## src/pfs_pkg.sv

```systemverilog
// Constants and types shared by the program flow sequencer and its tick generator.
// Assumes a single 40 MHz core clock and 32-bit instruction value fields.
package pfs_pkg;

  localparam int unsigned PFS_CLK_HZ = 40000000;
  localparam int unsigned PFS_TICK_MS = 10;
  localparam int unsigned PFS_TICK_CYCLES = PFS_CLK_HZ / 1000 * PFS_TICK_MS;
  localparam int unsigned PFS_TICK_CNT_W = 19;

  localparam int unsigned PFS_PC_W = 32;
  localparam int unsigned PFS_STACK_DEPTH = 8;
  localparam int unsigned PFS_SP_W = 4;
  localparam int unsigned PFS_MOTOR_CNT = 1;

  localparam logic [7:0] PFS_OP_COMPARE = 8'h14;
  localparam logic [7:0] PFS_OP_CONDITIONAL_JUMP = 8'h15;
  localparam logic [7:0] PFS_OP_JUMP_ALWAYS = 8'h16;
  localparam logic [7:0] PFS_OP_CALL_SUBROUTINE = 8'h17;
  localparam logic [7:0] PFS_OP_RETURN_SUBROUTINE = 8'h18;
  localparam logic [7:0] PFS_OP_WAIT = 8'h1B;

  localparam logic [7:0] PFS_WAIT_TICKS = 8'h00;
  localparam logic [7:0] PFS_WAIT_TARGET = 8'h01;
  localparam logic [7:0] PFS_WAIT_HOME = 8'h02;
  localparam logic [7:0] PFS_WAIT_END = 8'h03;

  localparam logic [7:0] PFS_CJ_ZERO = 8'h00;
  localparam logic [7:0] PFS_CJ_NOT_ZERO = 8'h01;
  localparam logic [7:0] PFS_CJ_EQUAL = 8'h02;
  localparam logic [7:0] PFS_CJ_NOT_EQUAL = 8'h03;
  localparam logic [7:0] PFS_CJ_GREATER = 8'h04;
  localparam logic [7:0] PFS_CJ_GREATER_EQ = 8'h05;
  localparam logic [7:0] PFS_CJ_LOWER = 8'h06;
  localparam logic [7:0] PFS_CJ_LOWER_EQ = 8'h07;
  localparam logic [7:0] PFS_CJ_TIMEOUT = 8'h08;
  localparam logic [7:0] PFS_CJ_ALARM = 8'h09;
  localparam logic [7:0] PFS_CJ_DEVIATION = 8'h0A;
  localparam logic [7:0] PFS_CJ_POSITION = 8'h0B;

  localparam logic [31:0] PFS_USE_ACCU = 32'hFFFFFFFF;
  localparam logic [31:0] PFS_ZERO32 = 32'h00000000;
  localparam logic [31:0] PFS_ONE32 = 32'h00000001;
  localparam logic [PFS_SP_W-1:0] PFS_SP_ONE = 4'h1;
  localparam logic [PFS_SP_W-1:0] PFS_SP_FULL = 4'h8;
  localparam logic [PFS_SP_W-1:0] PFS_SP_EMPTY = 4'h0;

  typedef enum logic [1:0] {
    PFS_ST_RUN = 2'b01,
    PFS_ST_WAIT = 2'b10
  } pfs_state_type;

endpackage

```

## src/pfs_tick_gen.sv

```systemverilog
// Tick generator for wait counting: one pulse every TICK_CYCLES core clocks.
// Assumes restart_i is a one-cycle pulse from the sequencer when a wait begins.
`timescale 1ns/1ps
module pfs_tick_gen
  import pfs_pkg::*;
#(
  parameter int unsigned TICK_CYCLES = PFS_TICK_CYCLES
)
(
  input wire logic core_clk_i, // Core clock.
  input wire logic reset_i, // Asynchronous reset, active high.
  input wire logic ce_i, // Clock enable.
  input wire logic restart_i, // Restart the tick period.
  output logic tick_o // One-cycle tick pulse.
);

  logic [PFS_TICK_CNT_W-1:0] cnt_r;
  logic [PFS_TICK_CNT_W-1:0] cnt_nxt;
  logic tick_r;
  logic tick_nxt;

  // Restarting on wait entry makes the first tick a full period long.
  always_comb
  begin
    cnt_nxt = cnt_r;
    tick_nxt = 1'b0;
    if (restart_i)
    begin
      cnt_nxt = '0;
    end
    else if (cnt_r == PFS_TICK_CNT_W'(TICK_CYCLES - 1))
    begin
      cnt_nxt = '0;
      tick_nxt = 1'b1;
    end
    else
    begin
      cnt_nxt = cnt_r + 1'b1;
    end
  end

  always_ff @(posedge core_clk_i or posedge reset_i)
  begin
    if (reset_i)
    begin
      cnt_r <= '0;
      tick_r <= 1'b0;
    end
    else if (ce_i)
    begin
      cnt_r <= cnt_nxt;
      tick_r <= tick_nxt;
    end
  end

  assign tick_o = tick_r & ce_i;

endmodule

```

## src/pfs_sequencer.sv

```systemverilog
// Program flow sequencer: jumps, subroutine calls, compare flags and waits.
// Assumes program memory presents the frame at pc_o and holds it until taken.
//
// Overview of operation
// - Jump always loads value into program counter.
// - Call pushes return address, then jumps.
// - Return stack holds at most eight entries.
// - Call with full stack just advances.
// - Return pops last saved address into counter.
// - Return with empty stack just advances.
// - Wait holds counter until condition or timeout.
// - Tick wait stalls for value ticks.
// - Target wait stalls until motor reaches position.
// - Home switch wait stalls until switch triggers.
// - End switch wait stalls until switch triggers.
// - Event waits use value as timeout, zero none.
// - Value minus one takes count from accumulator.
// - Timeout sets sticky flag, cleared by clear-error.
// - One tick lasts ten milliseconds.
// - Conditional jump loads counter when flags match.
// - Compare sets flags from accumulator minus value.
`timescale 1ns/1ps
module pfs_sequencer
  import pfs_pkg::*;
#(
  parameter int unsigned TICK_CYCLES = PFS_TICK_CYCLES
)
(
  input wire logic core_clk_i, // Core clock, 40 MHz.
  input wire logic reset_i, // Asynchronous reset, active high.
  input wire logic ce_i, // Clock enable, freezes all state when low.
  input wire logic instr_valid_i, // Frame at pc_o is present.
  input wire logic [7:0] frame_addr_i, // Frame target address byte.
  input wire logic [7:0] frame_op_i, // Instruction number.
  input wire logic [7:0] frame_type_i, // Type field.
  input wire logic [7:0] frame_motor_i, // Motor or bank field.
  input wire logic [31:0] frame_value_i, // Value field.
  input wire logic [7:0] frame_sum_i, // Frame checksum byte.
  input wire logic [31:0] accumulator_i, // Accumulator contents.
  input wire logic [PFS_MOTOR_CNT-1:0] target_reached_i, // Target position reached.
  input wire logic [PFS_MOTOR_CNT-1:0] home_switch_i, // Reference switch level.
  input wire logic [PFS_MOTOR_CNT-1:0] end_switch_i, // Limit switch level.
  input wire logic ext_alarm_i, // External alarm condition.
  input wire logic deviation_err_i, // Deviation error condition.
  input wire logic position_err_i, // Position error condition.
  input wire logic clear_error_i, // Clear-error instruction executes.
  output logic instr_ready_o, // Frame is taken this cycle.
  output logic [PFS_PC_W-1:0] pc_o, // Program counter.
  output logic waiting_o, // A wait is in progress.
  output logic timeout_error_flag_o, // Sticky wait timeout flag.
  output logic checksum_error_o, // Bad frame dropped, one-cycle pulse.
  output logic [PFS_SP_W-1:0] stack_depth_o // Return stack entries in use.
);

  pfs_state_type state_r;
  pfs_state_type state_nxt;
  logic [PFS_PC_W-1:0] pc_r;
  logic [PFS_PC_W-1:0] pc_nxt;
  logic [PFS_PC_W-1:0] stack_r [PFS_STACK_DEPTH];
  logic [PFS_PC_W-1:0] push_val;
  logic push;
  logic [PFS_SP_W-1:0] sp_r;
  logic [PFS_SP_W-1:0] sp_nxt;
  logic [PFS_SP_W-1:0] sp_dec;
  logic [31:0] wait_cnt_r;
  logic [31:0] wait_cnt_nxt;
  logic [7:0] wait_type_r;
  logic [7:0] wait_type_nxt;
  logic [7:0] wait_motor_r;
  logic [7:0] wait_motor_nxt;
  logic timeout_en_r;
  logic timeout_en_nxt;
  logic zero_r;
  logic zero_nxt;
  logic less_r;
  logic less_nxt;
  logic eto_r;
  logic eto_nxt;
  logic sum_err_r;
  logic sum_err_nxt;
  logic tick;
  logic restart;
  logic taken;
  logic sum_ok;
  logic [7:0] sum;
  logic [31:0] wait_src;
  logic cond_met;
  logic cj_true;
  logic count_out;

  assign taken = instr_valid_i & ce_i & (state_r == PFS_ST_RUN);
  assign sp_dec = sp_r - PFS_SP_ONE;
  // Checksum over the eight leading frame bytes, modulo 256.
  assign sum = frame_addr_i + frame_op_i + frame_type_i + frame_motor_i + frame_value_i[31:24]
    + frame_value_i[23:16] + frame_value_i[15:8] + frame_value_i[7:0];
  assign sum_ok = (sum == frame_sum_i);
  // A negative accumulator is the program's fault and is not guarded here.
  assign wait_src = (frame_value_i == PFS_USE_ACCU) ? accumulator_i : frame_value_i;
  assign restart = taken & sum_ok & (frame_op_i == PFS_OP_WAIT);

  pfs_tick_gen #(
    .TICK_CYCLES(TICK_CYCLES)
  ) u_tick (
    .core_clk_i(core_clk_i),
    .reset_i(reset_i),
    .ce_i(ce_i),
    .restart_i(restart),
    .tick_o(tick)
  );

  always_comb
  begin
    cond_met = 1'b0;
    if (wait_motor_r < 8'(PFS_MOTOR_CNT))
    begin
      unique case (wait_type_r)
        PFS_WAIT_TARGET: cond_met = target_reached_i[wait_motor_r[0]];
        PFS_WAIT_HOME: cond_met = home_switch_i[wait_motor_r[0]];
        PFS_WAIT_END: cond_met = end_switch_i[wait_motor_r[0]];
        default: cond_met = 1'b0;
      endcase
    end
  end

  // Flags from the last compare: zero means equal, less means signed below.
  always_comb
  begin
    unique case (frame_type_i)
      PFS_CJ_ZERO, PFS_CJ_EQUAL: cj_true = zero_r;
      PFS_CJ_NOT_ZERO, PFS_CJ_NOT_EQUAL: cj_true = ~zero_r;
      PFS_CJ_GREATER: cj_true = ~zero_r & ~less_r;
      PFS_CJ_GREATER_EQ: cj_true = ~less_r;
      PFS_CJ_LOWER: cj_true = less_r;
      PFS_CJ_LOWER_EQ: cj_true = less_r | zero_r;
      PFS_CJ_TIMEOUT: cj_true = eto_r;
      PFS_CJ_ALARM: cj_true = ext_alarm_i;
      PFS_CJ_DEVIATION: cj_true = deviation_err_i;
      PFS_CJ_POSITION: cj_true = position_err_i;
      default: cj_true = 1'b0;
    endcase
  end

  // Tick waits end on the count; event waits only with a timeout set.
  assign count_out = (wait_cnt_r == PFS_ZERO32) & ((wait_type_r == PFS_WAIT_TICKS) | timeout_en_r);

  always_comb
  begin
    state_nxt = state_r;
    pc_nxt = pc_r;
    sp_nxt = sp_r;
    push = 1'b0;
    push_val = pc_r + PFS_ONE32;
    wait_cnt_nxt = wait_cnt_r;
    wait_type_nxt = wait_type_r;
    wait_motor_nxt = wait_motor_r;
    timeout_en_nxt = timeout_en_r;
    zero_nxt = zero_r;
    less_nxt = less_r;
    eto_nxt = eto_r;
    sum_err_nxt = 1'b0;
    if (clear_error_i)
    begin
      eto_nxt = 1'b0;
    end
    unique case (state_r)
      PFS_ST_RUN:
      begin
        if (taken & ~sum_ok)
        begin
          sum_err_nxt = 1'b1;
          pc_nxt = pc_r + PFS_ONE32;
        end
        else if (taken)
        begin
          pc_nxt = pc_r + PFS_ONE32;
          unique case (frame_op_i)
            PFS_OP_JUMP_ALWAYS: pc_nxt = frame_value_i;
            PFS_OP_CONDITIONAL_JUMP:
            begin
              if (cj_true)
              begin
                pc_nxt = frame_value_i;
              end
            end
            PFS_OP_COMPARE:
            begin
              zero_nxt = (accumulator_i == frame_value_i);
              less_nxt = ($signed(accumulator_i) < $signed(frame_value_i));
            end
            PFS_OP_CALL_SUBROUTINE:
            begin
              // A full stack ignores the call and falls through.
              if (sp_r != PFS_SP_FULL)
              begin
                push = 1'b1;
                sp_nxt = sp_r + PFS_SP_ONE;
                pc_nxt = frame_value_i;
              end
            end
            PFS_OP_RETURN_SUBROUTINE:
            begin
              if (sp_r != PFS_SP_EMPTY)
              begin
                sp_nxt = sp_r - PFS_SP_ONE;
                pc_nxt = stack_r[sp_dec[2:0]];
              end
            end
            PFS_OP_WAIT:
            begin
              if (frame_type_i <= PFS_WAIT_END)
              begin
                pc_nxt = pc_r;
                state_nxt = PFS_ST_WAIT;
                wait_cnt_nxt = wait_src;
                wait_type_nxt = frame_type_i;
                wait_motor_nxt = frame_motor_i;
                timeout_en_nxt = (wait_src != PFS_ZERO32);
              end
            end
            default: pc_nxt = pc_r + PFS_ONE32;
          endcase
        end
      end
      PFS_ST_WAIT:
      begin
        if ((wait_type_r != PFS_WAIT_TICKS) & cond_met)
        begin
          state_nxt = PFS_ST_RUN;
          pc_nxt = pc_r + PFS_ONE32;
        end
        else if (count_out)
        begin
          state_nxt = PFS_ST_RUN;
          pc_nxt = pc_r + PFS_ONE32;
          if (wait_type_r != PFS_WAIT_TICKS)
          begin
            eto_nxt = 1'b1;
          end
        end
        else if (tick & (wait_cnt_r != PFS_ZERO32))
        begin
          wait_cnt_nxt = wait_cnt_r - PFS_ONE32;
        end
      end
      default: state_nxt = PFS_ST_RUN;
    endcase
  end

  always_ff @(posedge core_clk_i or posedge reset_i)
  begin
    if (reset_i)
    begin
      state_r <= PFS_ST_RUN;
      pc_r <= '0;
      sp_r <= PFS_SP_EMPTY;
      wait_cnt_r <= '0;
      wait_type_r <= '0;
      wait_motor_r <= '0;
      timeout_en_r <= 1'b0;
      zero_r <= 1'b0;
      less_r <= 1'b0;
      eto_r <= 1'b0;
      sum_err_r <= 1'b0;
    end
    else if (ce_i)
    begin
      state_r <= state_nxt;
      pc_r <= pc_nxt;
      sp_r <= sp_nxt;
      wait_cnt_r <= wait_cnt_nxt;
      wait_type_r <= wait_type_nxt;
      wait_motor_r <= wait_motor_nxt;
      timeout_en_r <= timeout_en_nxt;
      zero_r <= zero_nxt;
      less_r <= less_nxt;
      eto_r <= eto_nxt;
      sum_err_r <= sum_err_nxt;
    end
  end

  always_ff @(posedge core_clk_i or posedge reset_i)
  begin
    if (reset_i)
    begin
      for (int i = 0; i < PFS_STACK_DEPTH; i++)
      begin
        stack_r[i] <= '0;
      end
    end
    else if (ce_i & push)
    begin
      stack_r[sp_r[2:0]] <= push_val;
    end
  end

  assign instr_ready_o = taken;
  assign pc_o = pc_r;
  assign waiting_o = (state_r == PFS_ST_WAIT);
  assign timeout_error_flag_o = eto_r;
  assign checksum_error_o = sum_err_r;
  assign stack_depth_o = sp_r;
endmodule

```

## config.mk

```make
export PLATFORM = sky130hd
export DESIGN_NAME = pfs_sequencer
export DESIGN_NICKNAME = d
export VERILOG_FILES = /design/src/pfs_pkg.sv /design/src/pfs_tick_gen.sv /design/src/pfs_sequencer.sv
export SDC_FILE = /design/constraint.sdc
export NUM_CORES = 1
export LEC_CHECK = 0
export ABC_CLOCK_PERIOD_IN_PS = 12050
export BUFFER_PORTS_ARGS = -buffer_cell sky130_fd_sc_hd__buf_2
export CAP_MARGIN = 25
export CORE_MARGIN = 3
export CORE_UTILIZATION = 30
export CTS_CLUSTER_DIAMETER = 80
export DETAILED_ROUTE_END_ITERATION = 8
export GPL_TIMING_DRIVEN = 0
export HOLD_SLACK_MARGIN = 0.12
export PLACE_DENSITY_LB_ADDON = 0.12
export SLEW_MARGIN = 20
export SYNTH_ARGS = -nofsm -noshare
export SYNTH_HDL_FRONTEND = slang
export SYNTH_SLANG_ARGS = --single-unit
```

## constraint.sdc

```tcl
create_clock -name core_clk_i -period 12.05 [get_ports core_clk_i]
set_clock_uncertainty 0.15 [all_clocks]
set_input_delay 0.6025 -clock core_clk_i [delete_from_list [all_inputs] [get_ports core_clk_i]]
set_output_delay 0.6025 -clock core_clk_i [all_outputs]
set_load 0.05 [all_outputs]
```

* Yosys cells after proc, flatten, opt, wreduce, memory -nomap -nowiden
Index checks and enable logic that the tools add are counted.
** Word-level totals
- Memories kept :: 0
- Flip-flop bits (word level) :: 367
- Bits in writable memories :: 0
- Bits in latches :: 0
- Input bits :: 115
- Word-level logic and storage cells :: 173
- ROM bits :: 0
- Output and inout port bits :: 40
** Operators by class
- Divide/modulo/power cells :: 0
- $add $sub $neg :: 12
- Multiplexer cells :: 57
- Shift operators :: 0
- Reductions and logical operators :: 18
- $lt $le $gt $ge :: 7
- Eq/ne operators :: 39
- Multiply operators :: 0
- Bitwise operators :: 19
** Operators by type and width (number)
- two-way mux 32 bit :: 19
- bitwise mux 256 bit :: 1
- one-hot mux 32 bit (5 select lines) :: 1
- one-hot mux 32 bit (2 select lines) :: 2
- binary-select mux 32 bit (select 3 bit) :: 1
- demux 32 bit (select 3 bit) :: 1
- nonzero test 32 bit :: 2
- adder 8 bit :: 7
- == test 8 x 5 -> 1 bit, second input constant :: 6
- two-way mux 19 bit :: 2
- adder 32 x 1 -> 32 bit, second input constant :: 1
- == test 32 bit :: 1
- == test 32 bit, second input constant :: 1
- == test 8 x 2 -> 1 bit, second input constant :: 4
- == test 8 x 3 -> 1 bit, second input constant :: 4
- == test 8 x 4 -> 1 bit, second input constant :: 4
- zero test 32 bit :: 1
- < comparator 32 bit :: 1
- subtractor 32 x 1 -> 32 bit, second input constant :: 1
- adder 19 x 1 -> 19 bit, second input constant :: 1
- == test 19 bit, second input constant :: 1
- two-way mux 1 bit :: 18
- == test 8 x 1 -> 1 bit, second input constant :: 2
- zero test 8 bit :: 2
- 34 further kinds :: 68

* Depth between registers and ports, before layout
- Depth in word-level cells :: 13
- Depth in mapped cells :: 22
- Depth with buffers taken out :: 19

* Modules after synthesis
Synthesis repeated with hierarchy kept, for this count alone.
** Second synthesis, totals
- Cell total of the unflattened synthesis :: 2136
- Area total of the unflattened synthesis :: 20513.4 um^2
** Modules (own cells, without submodules)
- pfs_sequencer :: sequential area each 8684.6 um^2, instances 1, cells each 2003, area each 19311.0 um^2
- pfs_tick_gen :: sequential area each 500.5 um^2, instances 1, cells each 133, area each 1202.4 um^2

* Worst setup path after synthesis
No wires, ideal clock.
- Path type :: input-to-reg
- From :: input port frame_motor_i[2]
- To :: register wait_motor_r[0]
- Slack :: 6.050 ns
- Path buffers :: 2
- Arrival :: 5.725 ns
- Stages on the path :: 17
- Required time :: 11.775 ns
- Setup time :: 0.125 ns
- Cells stage by stage :: fa_1 > inv_1 > fa_1 > fa_1 > fa_1 > inv_1 > ha_1 > inv_1 > fa_1 > xor2_1 > nand4_1 > or4_1 > clkbuf_1 > nor4_2 > nor4b_4 > buf_2 > mux2_2
** On the way
- Longest elaborated chain between the ends :: 10
** RTL lines
- start, declared :: line pfs_sequencer.sv:36 : input wire logic [7:0] frame_motor_i,
- adder 8 bit (2 in series) :: line pfs_sequencer.sv:94 : assign sum = frame_addr_i + frame_op_i + frame_type_i + frame_motor_i + frame_value_i[31:24]
- adder 8 bit (3 in series) :: line pfs_sequencer.sv:95 : + frame_value_i[23:16] + frame_value_i[15:8] + frame_value_i[7:0];
- == test 8 bit :: line pfs_sequencer.sv:96 : assign sum_ok = (sum == frame_sum_i);
- inverter 1 bit :: line pfs_sequencer.sv:168 : if (taken & ~sum_ok)
- AND 1 bit :: line pfs_sequencer.sv:168
- inverter 1 bit (no line)
- AND reduction 6 bit (no line)
- end signal, assigned :: line pfs_sequencer.sv:272 : wait_motor_r <= wait_motor_nxt;
- end, declared :: line pfs_sequencer.sv:69 : logic [7:0] wait_motor_r;
Every way passes these cells.
A chain may end at the register's enable or synchronous reset.

* Final worst setup path
- From :: input port frame_value_i[2]
- To :: register stack_r[28] in the netlist's numbering
** On the way
- Longest elaborated chain between the ends :: 7
** RTL lines
- start, declared :: line pfs_sequencer.sv:37 : input wire logic [31:0] frame_value_i,
- adder 8 bit :: line pfs_sequencer.sv:95
- == test 8 bit :: line pfs_sequencer.sv:96
- inverter 1 bit :: line pfs_sequencer.sv:168
- AND 1 bit :: line pfs_sequencer.sv:168
- two-way mux 1 bit :: line pfs_sequencer.sv:168
- two-way mux 1 bit :: line pfs_sequencer.sv:165 : unique case (state_r)
- AND 1 bit :: line pfs_sequencer.sv:290 : else if (ce_i & push)
- end signal, assigned by index :: line pfs_sequencer.sv:292 : stack_r[sp_r[2:0]] <= push_val;
- end, declared :: line pfs_sequencer.sv:59 : logic [PFS_PC_W-1:0] stack_r [PFS_STACK_DEPTH];
Every way passes these cells.

==> results.yml <==
outcome:
  outcome: "complete, no violations"
synth:
  post-synth-top-count-cell: "dfrtp_1"
  ys_ff_latch: 367
  synth_warnings: 0
  syn-num-nets: 2313
  synth_top_area_share_pct: 44.9
  synth_area_leaders: "dfrtp_1 (45%), mux4_2 (7.2%), o21ai_0 (5.9%), nand2_1 (5.6%), a21oi_1 (4.6%)"
  yosys.area.top_type: "dfrtp_1"
  yosys-top-cells-count: "dfrtp_1 (366), nand2_1 (306), o21ai_0 (240), a21oi_1 (188), nor2_1 (176)"
  synth_cell_types: 69
  synth_top_flop_cell: "dfrtp_1"
  syn_inst: 2112
  syn_avg_cell_area_um2: 9.66
  syn_area_mm2: 0.0204
  synth_edf_count: 0
  yosysSeqAreaShare_pct: 45.0
  synthArstFlopShare_pct: 100
clock_network:
  cts_max_level: 2
  cts_tree: "yes"
  root_buffer: "clkbuf_16"
  clkLatencyLatePin_ns: 0.59
  clk_pin_slew_ns: 0.06
  post_cts_buffers: 0
  cts_sinks: 367
  cts_buffer_depth: 3
  cts_made_buffers: 45
pwr:
  seqPwrFrac_pct: 35.0
  power_switching_mw: 1.66
  swShare_pct: 39.5
  power_density_mw_per_mm2: 176
  peakVddDrop_uv: 99.9
  p_int_mw: 2.53
  cellLeakagePower_nw: 10.4
  clkPwrFrac_pct: 30.7
  combPwrFrac_pct: 34.3
sta:
  finalHoldViolCount: 0
  period_minus_slack_ns: 6.86
  rsz0062_at_grt: "no"
  maxClockFrequency_mhz: 146
  setup_viol: 0
  maxSlewViolCount: 0
  fin_crit_sh_pct: 57.0
  tightest_slew_ns: 1.06
  slew_headroom_pct: 28.5
setup_path:
  crit_path_start_kind: "primary input"
  cp-end-kind: "register"
  cpPeakStageDelay_ns: 0.88
  critPathMostFrequentCell: "fa_1"
  crit_fanout: 10
  cp_top_family: "adder cells"
  critPathArrivalTime_ns: 7.14
  worstPathCellList: "buf_2 > fa_1 > inv_1 > fa_1 > fa_1 > fa_1 > inv_1 > ha_1 > inv_1 > fa_1 > xor2_1 > nand4_1 > or4_1 > clkbuf_1 > nor4_2 > nand4_1 > clkbuf_1 > nand2_1 > o21ai_0"
  cp.required_ns: 12.32
  crit_buf_inv: 6
  path_class: "primary input to register"
  critPathSlowestCell: "nor4_2"
route:
  wl_per_cell_um: 23.6
  viasPerCell: 5.38
  routed_wl_um: 75700
  drtIter0Drc: 1083
  dr.pass1.iters: 6
  vias: 17300
  ant_nets: 0
  drc: 0
hold_path:
  hold_path.class: "primary input to register"
placed_design:
  dp_cells: 3133
  io_buffers: 153
  place_congestion: 0.908
  hpwl_um: 56500
floorplan:
  die_height_um: 267
  num_rows: 94
  die_w_um: 267
  num_io_pins: 155
  core_mm2: 0.0666
  initial_core_util_pct: 30.6
  dieArea_mm2: 0.0712
layout:
  nets: 2523
  insertedDiodeCount: 0
  fillers: 6803
  area_growth_pct: 16.5
  seqCellArea_mm2: 0.00919
  final_cells: 3212
  multiInputGateArea_mm2: 0.0103
  drive_gt1_share_pct: 14.7
  final_util_pct: 35.7
grt:
  grt_overflow: 0
  grt_pass1_wl_um: 112000
  grt_pass1_vias: 17300
  grt_max_degree: 101
  antenna_found_initial: 1
  grt_usage_pct: 21.1
flow_run:
  maxCapViolCount: 0
power by group through the flow:
stage	Sequential, mW	Combinational [mW]	Clock (mW)
6_report	1.47	1.44	1.29
5_1_grt	1.49	1.58	1.37
4_1_cts	1.47	1.43	1.33
3_5_place_dp	1.49	1.42	0
3_3_place_gp	1.49	1.41	0
2_1_floorplan	1.60	0.833	0
final cells by class:
class	count	share of cell area (%)
multi-input cells	1521	43.5
flip-flops and latches	367	38.6
clock buffers	67	5.43
well taps	864	4.55
repair buffers	163	3.92
plain buffers	124	2.06
inverters	100	1.61
clock inverters	6	0.237
registers in the layout, indices dropped and copies added (netlist names):
register and cells:
checksum_error_o 1, less_r 1, pc_o 32, stack_depth_o 4
stack_r 256, state_r 2, timeout_en_r 1, timeout_error_flag_o 1
u_tick.cnt_r 19, u_tick.tick_r 1, wait_cnt_r 32, wait_motor_r 8
wait_type_r 8, zero_r 1
cell families (layout without fill, tap and decap cells):
logic type | count (synthesis) | count (layout) | share of synthesized area [%]
AO/OA/AOI/OAI | 587 | 587 | 16.9
XOR/XNOR | 59 | 59 | 2.77
adder cells (fa/ha/maj) | 86 | 86 | 6.71
buffers and inverters | 224 | 460 | 4.23
flip-flops | 367 | 367 | 45.0
multiplexers | 105 | 105 | 9.26
AND/OR/NAND/NOR | 684 | 684 | 15.1
metal layers:
metal,share of wire (%),GRT usage [%],vias to the layer above
li1,-,-,7914
met1,44,28.1,8689
met2,47,34.9,561
met3,6.2,3.94,104
met4,2.9,6.39,2
met5,0.016,0,-
through the flow:
| stage | setup slack (ns) | instance area (um^2) | TNS [ns] | power, mW | hold WS [ns] |
|---|---|---|---|---|---|
| 2_1_floorplan | 1.11 | 20400 | 0 | 2.43 | 0.295 |
| 3_3_place_gp | -3.65 | 22200 | -1309.05 | 2.90 | 0.308 |
| 3_5_place_dp | 4.59 | 22400 | 0 | 2.91 | 0.317 |
| 4_1_cts | 5.19 | 23700 | 0 | 4.23 | 0.142 |
| 5_1_grt | 4.89 | 23800 | 0 | 4.44 | 0.160 |
| 6_report | 5.19 | 23800 | 0 | 4.19 | 0.165 |
path summary, 6_finish.rpt:
kind	startpoint	end	slack, ns	cells past startpoint
setup / recovery	frame_value_i[2]	stack_r[28]	5.19	19
hold / removal	frame_motor_i[3]	wait_motor_r[3]	0.17	2
setup reg to reg	stack_depth_o[0]	pc_o[7]	6.94	12
hold reg to reg	stack_r[25]	stack_r[25]	0.32	2
max in group asynchronous	reset_i	stack_r[83]	9.32	7
min in group asynchronous	reset_i	u_tick.cnt_r[12]	0.44	3
layout by cell type, fill, tap and decap left out, drive strengths merged, types with 24 or more instances in the layout:
master / netlist / routed
mux4: 65 / 65
buf: 27 / 186
xnor2: 32 / 32
a21oi: 188 / 188
nand3: 33 / 33
dfrtp: 366 / 366
nor2: 176 / 176
inv: 99 / 100
nor4: 25 / 25
clkbuf: 97 / 167
ha: 47 / 47
o21ai: 240 / 240
nand2: 306 / 306
o21a: 30 / 30
o221ai: 27 / 27
nand4: 34 / 34
nor3: 35 / 35
xor2: 24 / 24
fa: 39 / 39
repair_timing:
action                    in CTS  in global routing
resized for setup              0                  0
hold buffers                   1                  0
hold endpoints to repair      52                  0
(Power assumes the default switching activity.)
